File: src/design/msw_pkg.sv
// constants for the multi-rail supervisor with watchdog
//
// Overview of operation
// - each rail status output is low while its own rail is undervoltage
// - system reset goes low when any rail is low or manual reset asserted
// - reset stays asserted a full hold period after rails good and manual release
// - default reset hold period is at least 140 ms, adjustable by setting
// - missed kick for about 1.6 s asserts reset or the fault output, per the control register to_reset bit
// - watchdog is disabled while the kick input is not driven
// - tolerance select low picks 5% thresholds, high picks 10% thresholds
// - watchdog fault output is low while any rail is undervoltage
// - watchdog fault output releases at once when all rails return good
// - with rails good and to_reset clear, watchdog fault output goes low at each timer expiry
// - watchdog fault releases on a valid kick or manual reset low
// - watchdog counts only after the reset hold period has elapsed
// - margin low forces the watchdog fault output inactive, whatever else
// - watchdog keeps running during margin, a timeout is retained
// - margin active holds every supervisory output inactive high
// - retained timeout asserts its output a fixed delay after margin release
// - outputs do not change while margin is active
package msw_pkg;
  // clock and timing
  localparam int unsigned CLK_KHZ          = 100000;
  localparam int unsigned HOLD_TIME_MS     = 140;
  localparam int unsigned HOLD_CYC         = HOLD_TIME_MS * CLK_KHZ;
  localparam int unsigned WD_TIME_MS       = 1600;
  localparam int unsigned WD_CYC           = WD_TIME_MS * CLK_KHZ;
  localparam int unsigned MD_TIME_US       = 10;
  localparam int unsigned MD_CYC           = (MD_TIME_US * CLK_KHZ) / 1000;
  localparam int unsigned RAILS            = 8;
  localparam int unsigned SYNC_STAGES      = 2;
  // register map, byte addresses
  localparam int unsigned ADDR_W           = 4;
  localparam logic [3:0]  OFS_CTRL         = 4'h0;
  localparam logic [3:0]  OFS_STATUS       = 4'h4;
  localparam logic [3:0]  OFS_EVENT        = 4'h8;
  // control fields
  localparam int unsigned CTRL_TO_RESET    = 0;
  localparam logic        CTRL_RESET_VAL   = 1'b0;
  // status fields
  localparam int unsigned ST_UV_LSB        = 0;
  localparam int unsigned ST_RST_ACTIVE    = 8;
  localparam int unsigned ST_WDO_FLAG      = 9;
  localparam int unsigned ST_MARGIN_HOLD   = 10;
  localparam int unsigned ST_KICK_EN       = 11;
  // event fields, write one to clear
  localparam int unsigned EV_WD_EXPIRED    = 0;
  localparam int unsigned EV_RST_RELEASED  = 1;
  localparam int unsigned EV_W             = 2;
endpackage : msw_pkg

File: src/design/msw_sync_if.sv
// carrier between the input synchroniser and the supervisor core
`timescale 1ns/1ns
interface msw_sync_if #(parameter int unsigned N = msw_pkg::RAILS);
  logic [N-1:0] uv5_raw;
  logic [N-1:0] uv10_raw;
  logic         tol_raw;
  logic         mr_raw_n;
  logic         margin_raw_n;
  logic         kick_raw;
  logic         kick_en_raw;
  logic [N-1:0] uv;
  logic         mr_n;
  logic         margin_n;
  logic         kick;
  logic         kick_en;
  modport sync (input uv5_raw, uv10_raw, tol_raw, mr_raw_n, margin_raw_n, kick_raw, kick_en_raw,
                output uv, mr_n, margin_n, kick, kick_en);
  modport core (output uv5_raw, uv10_raw, tol_raw, mr_raw_n, margin_raw_n, kick_raw, kick_en_raw,
                input uv, mr_n, margin_n, kick, kick_en);
endinterface : msw_sync_if

File: src/design/msw_top.sv
// multi-rail supervisor: reset hold, watchdog, margin and register slave
//
// Design decisions made here: the register offsets and the Avalon-MM register port.
`timescale 1ns/1ns
module msw_top #(
  parameter int unsigned N        = msw_pkg::RAILS,     // monitored rails
  parameter int unsigned HOLD_CYC = msw_pkg::HOLD_CYC,  // reset hold count
  parameter int unsigned WD_CYC   = msw_pkg::WD_CYC,    // watchdog count
  parameter int unsigned MD_CYC   = msw_pkg::MD_CYC     // margin release count
) (
  input  wire logic                      clk_i,                    // 100 MHz clock
  input  wire logic                      rstn_i,                   // async reset, active low
  input  wire logic [N-1:0]              rail_uv5_i,               // undervoltage, 5% set
  input  wire logic [N-1:0]              rail_uv10_i,              // undervoltage, 10% set
  input  wire logic                      threshold_tolerance_sel_i, // 0: 5%, 1: 10%
  input  wire logic                      manual_reset_n_i,         // manual reset, active low
  input  wire logic                      margin_n_i,               // margin test, active low
  input  wire logic                      watchdog_kick_in_i,       // kick from processor
  input  wire logic                      watchdog_kick_driven_i,   // high while kick is driven
  output logic [N-1:0]                   rail_status_n_o,          // per-rail status, low = bad
  output logic                           sys_reset_n_o,            // system reset, active low
  output logic                           watchdog_fault_out_n_o,   // watchdog fault, active low
  input  wire logic [msw_pkg::ADDR_W-1:0] avs_address_i,           // byte address
  input  wire logic                      avs_read_i,               // read request
  input  wire logic                      avs_write_i,              // write request
  input  wire logic [31:0]               avs_writedata_i,          // write data
  input  wire logic [3:0]                avs_byteenable_i,         // byte lanes
  output logic [31:0]                    avs_readdata_o,           // read data
  output logic                           avs_waitrequest_o         // stall
);
  typedef struct packed {
    logic [31:0]                hold_cnt;
    logic                       rst_active;
    logic [31:0]                wd_cnt;
    logic                       wdo_flag;
    logic                       kick_prev;
    logic [31:0]                md_cnt;
    logic                       md_busy;
    logic [N-1:0]               rail_n;
    logic                       rst_n;
    logic                       wdo_n;
    logic                       to_reset;
    logic [msw_pkg::EV_W-1:0]   evt;
    logic                       ack;
    logic [31:0]                rdata;
  } msw_state_type;

  localparam msw_state_type RST_STATE = '{
    rst_active: 1'b1,
    rail_n:     {N{1'b1}},
    wdo_n:      1'b1,
    to_reset:   msw_pkg::CTRL_RESET_VAL,
    default:    '0
  };

  msw_state_type s_ff;
  msw_state_type nxt_s;
  logic          any_uv;
  logic          kick_edge;
  logic          wd_exp;
  logic          out_hold;
  logic          req;
  logic [31:0]   status_word;
  logic [msw_pkg::EV_W-1:0] ev_set;
  logic [msw_pkg::EV_W-1:0] ev_clr;

  msw_sync_if #(.N(N)) sif ();

  // raw pins into the synchroniser
  assign sif.uv5_raw      = rail_uv5_i;
  assign sif.uv10_raw     = rail_uv10_i;
  assign sif.tol_raw      = threshold_tolerance_sel_i;
  assign sif.mr_raw_n     = manual_reset_n_i;
  assign sif.margin_raw_n = margin_n_i;
  assign sif.kick_raw     = watchdog_kick_in_i;
  assign sif.kick_en_raw  = watchdog_kick_driven_i;

  msw_sync #(.N(N)) u_sync (
    .clk_i  (clk_i),
    .rstn_i (rstn_i),
    .sif    (sif)
  );

  // address decode used by read and write paths
  function automatic logic is_ofs(input logic [msw_pkg::ADDR_W-1:0] a, input logic [3:0] ofs);
    is_ofs = (a[3:2] == ofs[3:2]);
  endfunction : is_ofs

  // status word assembled from live state
  always_comb begin
    status_word = '0;
    status_word[msw_pkg::ST_UV_LSB +: N]    = sif.uv;
    status_word[msw_pkg::ST_RST_ACTIVE]     = s_ff.rst_active;
    status_word[msw_pkg::ST_WDO_FLAG]       = s_ff.wdo_flag;
    status_word[msw_pkg::ST_MARGIN_HOLD]    = out_hold;
    status_word[msw_pkg::ST_KICK_EN]        = sif.kick_en;
  end

  assign req      = avs_read_i | avs_write_i;
  assign any_uv   = |sif.uv;
  assign out_hold = ~sif.margin_n | s_ff.md_busy;

  // supervisor and bus next-state logic
  always_comb begin
    nxt_s     = s_ff;
    wd_exp    = 1'b0;
    ev_set    = '0;
    ev_clr    = '0;
    kick_edge = sif.kick_en & (sif.kick ^ s_ff.kick_prev);
    nxt_s.kick_prev = sif.kick;

    // reset hold timing
    if (any_uv | ~sif.mr_n) begin
      nxt_s.rst_active = 1'b1;
      nxt_s.hold_cnt   = '0;
    end else if (s_ff.rst_active) begin
      if (s_ff.hold_cnt >= HOLD_CYC - 1) begin
        nxt_s.rst_active = 1'b0;
        nxt_s.hold_cnt   = '0;
        ev_set[msw_pkg::EV_RST_RELEASED] = 1'b1;
      end else begin
        nxt_s.hold_cnt = s_ff.hold_cnt + 32'h1;
      end
    end

    // watchdog runs only once the hold is over and kick is driven
    if (s_ff.rst_active | ~sif.kick_en | kick_edge) begin
      nxt_s.wd_cnt = '0;
    end else if (s_ff.wd_cnt >= WD_CYC - 1) begin
      wd_exp       = 1'b1;
      nxt_s.wd_cnt = '0;
    end else begin
      nxt_s.wd_cnt = s_ff.wd_cnt + 32'h1;
    end

    // expiry either restarts the reset hold or flags a fault
    if (wd_exp) begin
      ev_set[msw_pkg::EV_WD_EXPIRED] = 1'b1;
      if (s_ff.to_reset) begin
        nxt_s.rst_active = 1'b1;
        nxt_s.hold_cnt   = '0;
      end else begin
        nxt_s.wdo_flag = 1'b1;
      end
    end else if (kick_edge | ~sif.mr_n) begin
      nxt_s.wdo_flag = 1'b0;
    end

    // margin release delay
    if (~sif.margin_n) begin
      nxt_s.md_busy = 1'b1;
      nxt_s.md_cnt  = '0;
    end else if (s_ff.md_busy) begin
      if (s_ff.md_cnt >= MD_CYC - 1) begin
        nxt_s.md_busy = 1'b0;
        nxt_s.md_cnt  = '0;
      end else begin
        nxt_s.md_cnt = s_ff.md_cnt + 32'h1;
      end
    end

    // output stage, forced inactive during margin and its release delay
    if (out_hold) begin
      nxt_s.rail_n = {N{1'b1}};
      nxt_s.rst_n  = 1'b1;
      nxt_s.wdo_n  = 1'b1;
    end else begin
      nxt_s.rail_n = ~sif.uv;
      nxt_s.rst_n  = ~nxt_s.rst_active;
      nxt_s.wdo_n  = ~(any_uv | nxt_s.wdo_flag);
    end

    // bus slave: one wait cycle, then the access completes
    nxt_s.ack = req & ~s_ff.ack;
    if (avs_read_i & ~s_ff.ack) begin
      if (is_ofs(avs_address_i, msw_pkg::OFS_CTRL)) begin
        nxt_s.rdata = {31'h0, s_ff.to_reset};
      end else if (is_ofs(avs_address_i, msw_pkg::OFS_STATUS)) begin
        nxt_s.rdata = status_word;
      end else if (is_ofs(avs_address_i, msw_pkg::OFS_EVENT)) begin
        nxt_s.rdata = {{(32 - msw_pkg::EV_W){1'b0}}, s_ff.evt};
      end else begin
        nxt_s.rdata = 32'h0;
      end
    end
    if (avs_write_i & s_ff.ack & avs_byteenable_i[0]) begin
      if (is_ofs(avs_address_i, msw_pkg::OFS_CTRL)) begin
        nxt_s.to_reset = avs_writedata_i[msw_pkg::CTRL_TO_RESET];
      end else if (is_ofs(avs_address_i, msw_pkg::OFS_EVENT)) begin
        ev_clr = avs_writedata_i[msw_pkg::EV_W-1:0];
      end
    end
    // sticky events, a new event wins over a clear
    nxt_s.evt = (s_ff.evt & ~ev_clr) | ev_set;
  end

  // single state register
  always_ff @(posedge clk_i or negedge rstn_i) begin
    if (!rstn_i) begin
      s_ff <= RST_STATE;
    end else begin
      s_ff <= nxt_s;
    end
  end

  assign rail_status_n_o        = s_ff.rail_n;
  assign sys_reset_n_o          = s_ff.rst_n;
  assign watchdog_fault_out_n_o = s_ff.wdo_n;
  assign avs_readdata_o         = s_ff.rdata;
  assign avs_waitrequest_o      = req & ~s_ff.ack;
endmodule : msw_top

File: src/design/msw_sync.sv
// two-stage synchroniser for rail flags and control pins
`timescale 1ns/1ns
module msw_sync #(
  parameter int unsigned N = msw_pkg::RAILS
) (
  input wire logic clk_i,         // system clock
  input wire logic rstn_i,        // async reset, active low
  msw_sync_if.sync sif            // raw in, synchronised out
);
  localparam int unsigned W = N + 4;

  typedef struct packed {
    logic [W-1:0] s1;
    logic [W-1:0] s2;
  } msw_sync_state_type;

  msw_sync_state_type s_ff;
  msw_sync_state_type nxt_s;
  logic [N-1:0]       uv_sel;

  // tolerance picks which comparator set is watched
  always_comb begin
    uv_sel = sif.tol_raw ? sif.uv10_raw : sif.uv5_raw;
    nxt_s    = s_ff;
    nxt_s.s1 = {sif.kick_en_raw, sif.kick_raw, sif.margin_raw_n, sif.mr_raw_n, uv_sel};
    nxt_s.s2 = s_ff.s1;
  end

  // inactive levels at reset: rails good, pins released
  always_ff @(posedge clk_i or negedge rstn_i) begin
    if (!rstn_i) begin
      s_ff <= '{s1: {4'h3, {N{1'b0}}}, s2: {4'h3, {N{1'b0}}}};
    end else begin
      s_ff <= nxt_s;
    end
  end

  // only the second stage leaves the module
  assign sif.uv       = s_ff.s2[N-1:0];
  assign sif.mr_n     = s_ff.s2[N];
  assign sif.margin_n = s_ff.s2[N+1];
  assign sif.kick     = s_ff.s2[N+2];
  assign sif.kick_en  = s_ff.s2[N+3];
endmodule : msw_sync

File: config.mk
export PLATFORM = sky130hd
export DESIGN_NAME = msw_top
export DESIGN_NICKNAME = d
export VERILOG_FILES = /design/src/design/msw_pkg.sv /design/src/design/msw_sync_if.sv /design/src/design/msw_top.sv /design/src/design/msw_sync.sv
export SDC_FILE = /design/constraint.sdc
export NUM_CORES = 1
export LEC_CHECK = 0
export ABC_AREA = 0
export CORE_ASPECT_RATIO = 0.8
export CORE_UTILIZATION = 28
export DETAILED_ROUTE_END_ITERATION = 10
export DONT_BUFFER_PORTS = 1
export GPL_ROUTABILITY_DRIVEN = 0
export PLACE_DENSITY = 0.49
export SYNTH_ARGS = -nofsm -noshare
export SYNTH_HDL_FRONTEND = slang
export SYNTH_SLANG_ARGS = --single-unit
File: constraint.sdc
create_clock -name clk_i -period 2.2 [get_ports clk_i]
set_input_delay 0.11 -clock clk_i [delete_from_list [all_inputs] [get_ports clk_i]]
set_output_delay 0.11 -clock clk_i [all_outputs]
set_load 0.005 [all_outputs]
==> impl_results.md <==
- Cell Area, Synth: ~0.0069 sq mm
- Worst hold margin: -0.6016 ns
- Initial drt markers: 252
- Setup Crit Path Kind: reg -> reg
- Sw power: 1.426 mW
- Cell variety after synth: 57
- Pleak: 3.392 nW
- Root Driver: clkbuf_16
- R2R setup slack: ~0.063 ns
- TritonCTS Sinks: 150
- GRT Resource Usage Total: 0.1241
- Overall power: 6.140 mW
- Critical path peak fanout: 16
- Placed Area: 0.007203 sq mm
- Max Cap Viol: 0
- GR Util met3: 0.03435
- Post-synthesis sequential area ratio: 0.5446
- GR Util met2: 0.1889
- Crit share post-route: 0.9715
- Antenna viol nets, final: 0
- Number of global-route vias before repair: between 4000 and 5000
- Violated checks: hold timing
- PD cells: 747.3 mW/mm^2
- Worst-path clk slew: around 0.070 ns
- CP endpoint kind: flip-flop
- Crit Reg-Reg Endpoint: s_ff[128]
- Minimum clock period: between 2 and 2.5 ns
- RSZ-0062 raised after global routing: true
- Die width: 177.8 um
- Most Crowded Layer GR: met2
- Cell Int Power: 4.714 mW
- Synth warn: 0
- Sw Share: 0.2323
- Post-detail-place hpwl: 9570 um
- Critical Path Start: s_ff[99]
- Remaining DRCs: 0
- Clk_skew: 0.02150 ns
- Max-Slew Margin vs Limit: 0.5973
- Fraction of registers with async set/reset: 1.000
- Maximum clock frequency: around 0.47 GHz
- Number of synthesized flops with an enable pin: 0
- Core Footprint: ~0.024 sq mm
- WL final: between 10000 and 15000 um
- Worst VDD drop: approximately 470 uV
- Die Ht: 142.7 um
- Synth Flop Type: dfrtp_1
- H-tree depth: 4
- Synthesized flop and latch total: 150
- Comb power frac: 0.031
- Final setup violating endpoints: 0
- Reg power frac: 0.475
- Worst Tran Pin Value: 0.6040 ns
- Critical path startpoint category: flip-flop
- Final Hold Fails: 150
- Syn avg cell area: 10.82 sq um
- Worst Hold Class: in -> async
- Mapped Cells: 640
- GRT overflow: 0
- Initial core utilization: 0.2848
- Via-to-Cell Ratio: 4.654
- Post-DR wirelength/cell: 14.71 um
- Largest net degree at the start of global routing: around 150
- Fin area: around 0.0082 sq mm
- Met1 Track Usage GR: 0.1701
- Setup crit end: s_ff[128]
- Final nets: 741
- Hold_buf cts: 28
- Non-filler cells, final: 1004
- CTS buffer count: 17
- PortBufs: 0
- Rows: 51
- CTS tree: yes
- DRT Pass-1 Iters: 4
- Synthesis-to-finish area growth: 18.67%
- Initial antenna violation count: 0
- Arr. time, crit path: 2.44 ns
- Final Max Slew Viols: 0
- Worst R2R Start: s_ff[99]
- Antenna cell count: 0
- Die area: about 0.025 sq mm
- First-pass GRT wire length: 24680 um
- Outcome: complete, but fails checks
- Worst EP required: 2.50 ns
- Layout cell share with drive strength beyond 1: 0.1735
- Clock network power share: 0.493
- Num ports: 108
- Clock tree buffer depth: 2
- DP Cell Count: between 900 and 1000
- Vias post-DR: 4673
- Clock Latency Late Sink: 0.43 ns
- Reg2Reg Depth: 6
## flip-flops by register name, indices dropped and copies added, names as in the netlist
signal                  cells
u_sync.sif.kick_en          1
sys_reset_n_o               1
s_ff                      104
u_sync.sif.uv               8
u_sync.sif.margin_n         1
avs_readdata_o             12
u_sync.nxt_s               12
u_sync.sif.kick             1
rail_status_n_o             8
watchdog_fault_out_n_o      1
u_sync.sif.mr_n             1
## per-layer routing
metal / up-vias / routed length [um]
met5: - / 0
met4: 0 / 167
met3: 16 / 674
met2: 106 / 6764
met1: 2307 / 7165
li1: 2244 / -
## cells by family after synthesis
kind of cell	after synthesis	synth area share
XOR/XNOR	60	0.07590
AO/OA/AOI/OAI	54	0.05331
buffers and inverters	85	0.07336
adder cells (fa/ha/maj)	3	0.005422
AND/OR/NAND/NOR	277	0.2308
flip-flops	150	0.5446
other	1	0.0005416
multiplexers	10	0.01608
## worst min-delay path by stage
stage / from / end / depth (start not counted)
finish: rstn_i / s_ff[141] / 0
global route: rstn_i / s_ff[141] / 0
floorplan: rstn_i / avs_readdata_o[0] / 0
detailed placement: rstn_i / s_ff[141] / 0
global placement: rstn_i / s_ff[142] / 0
CTS: rstn_i / s_ff[141] / 0
## area by class of cell
type / instances / area (sq um)
fill: 2424 / 16100
sequential: 150 / 3771
multi-input combinational: 428 / 2790
timing repair buffer: 55 / 555.5
clock buffer: 18 / 439.2
tap: 318 / 397.9
clock inverter: 14 / 183.9
inverter: 21 / 78.83
## worst max-delay path, cell delays in order (launching register included)
cell and delay [ns]:
dfrtp_1 0.39, or4bb_4 0.56, nor4_4 0.28, o211ai_1 0.20, o211ai_4 0.21, clkbuf_16 0.27
nor3_1 0.07
## cell usage after synthesis, drive strengths merged (3+ instances only)
master | number | area, sq um
nand2 | 43 | 161.4
xnor2 | 45 | 394.1
and4 | 8 | 70.07
or4 | 3 | 22.52
a22o | 12 | 105.1
and3 | 25 | 156.4
nand2b | 7 | 43.79
nor2 | 60 | 225.2
nor3 | 51 | 345.3
nand3 | 22 | 120.1
ha | 3 | 37.54
o21ai | 9 | 45.04
a21oi | 13 | 65.06
and2 | 3 | 18.77
buf | 49 | 371.6
clkbuf | 15 | 57.55
xor2 | 15 | 131.4
inv | 21 | 78.83
nor4 | 20 | 170.2
dfstp | 14 | 367.9
dfrtp | 136 | 3403
mux2 | 9 | 101.4
nand4 | 21 | 131.4
a31oi | 7 | 43.79
## power by group through the flow
stage | Combinational (mW) | Clock [mW] | Sequential [mW]
floorplan | 0.175 | 0 | 2.94
global placement | 0.133 | 0 | 2.97
detailed placement | 0.138 | 0 | 2.97
CTS | 0.189 | 3.12 | 2.92
global route | 0.220 | 3.25 | 2.93
finish | 0.193 | 3.03 | 2.92
## per-stage QoR
step	setup TNS, ns	util	setup slack, ns	hold WS, ns
global route	-0.05841	0.3380	-0.03273	-0.6240
CTS	0	0.3334	0.05764	-0.6271
detailed placement	0	0.2963	0.06881	-0.1709
global placement	0	0.2963	0.1179	-0.1708
floorplan	0	-	0.2929	-0.1856
finish	0	0.3380	0.06265	-0.6016
## timing repair
item                                    4_1_cts  5_1_grt
endpoints found under the setup margin        0       37
hold endpoints to repair                    167      150
gates resized for setup                       0       11
buffers inserted                              0        1
## cells in the final DEF, fill, tap and decap left out, types with 9 or more instances in the layout
cell type,n
a21oi_1,13
a22o_1,12
and3_1,24
buf_4,22
clkbuf_16,19
conb_1,24
dfrtp_1,136
dfstp_2,14
dlygate4sd3_1,28
inv_1,21
mux2_2,9
nand2_1,43
nand3_1,20
nand4_1,21
nor2_1,59
nor3_1,31
nor3_2,20
nor4_1,16
xnor2_1,45
xor2_1,15
Note: power is estimated with default switching activity, not from simulation.
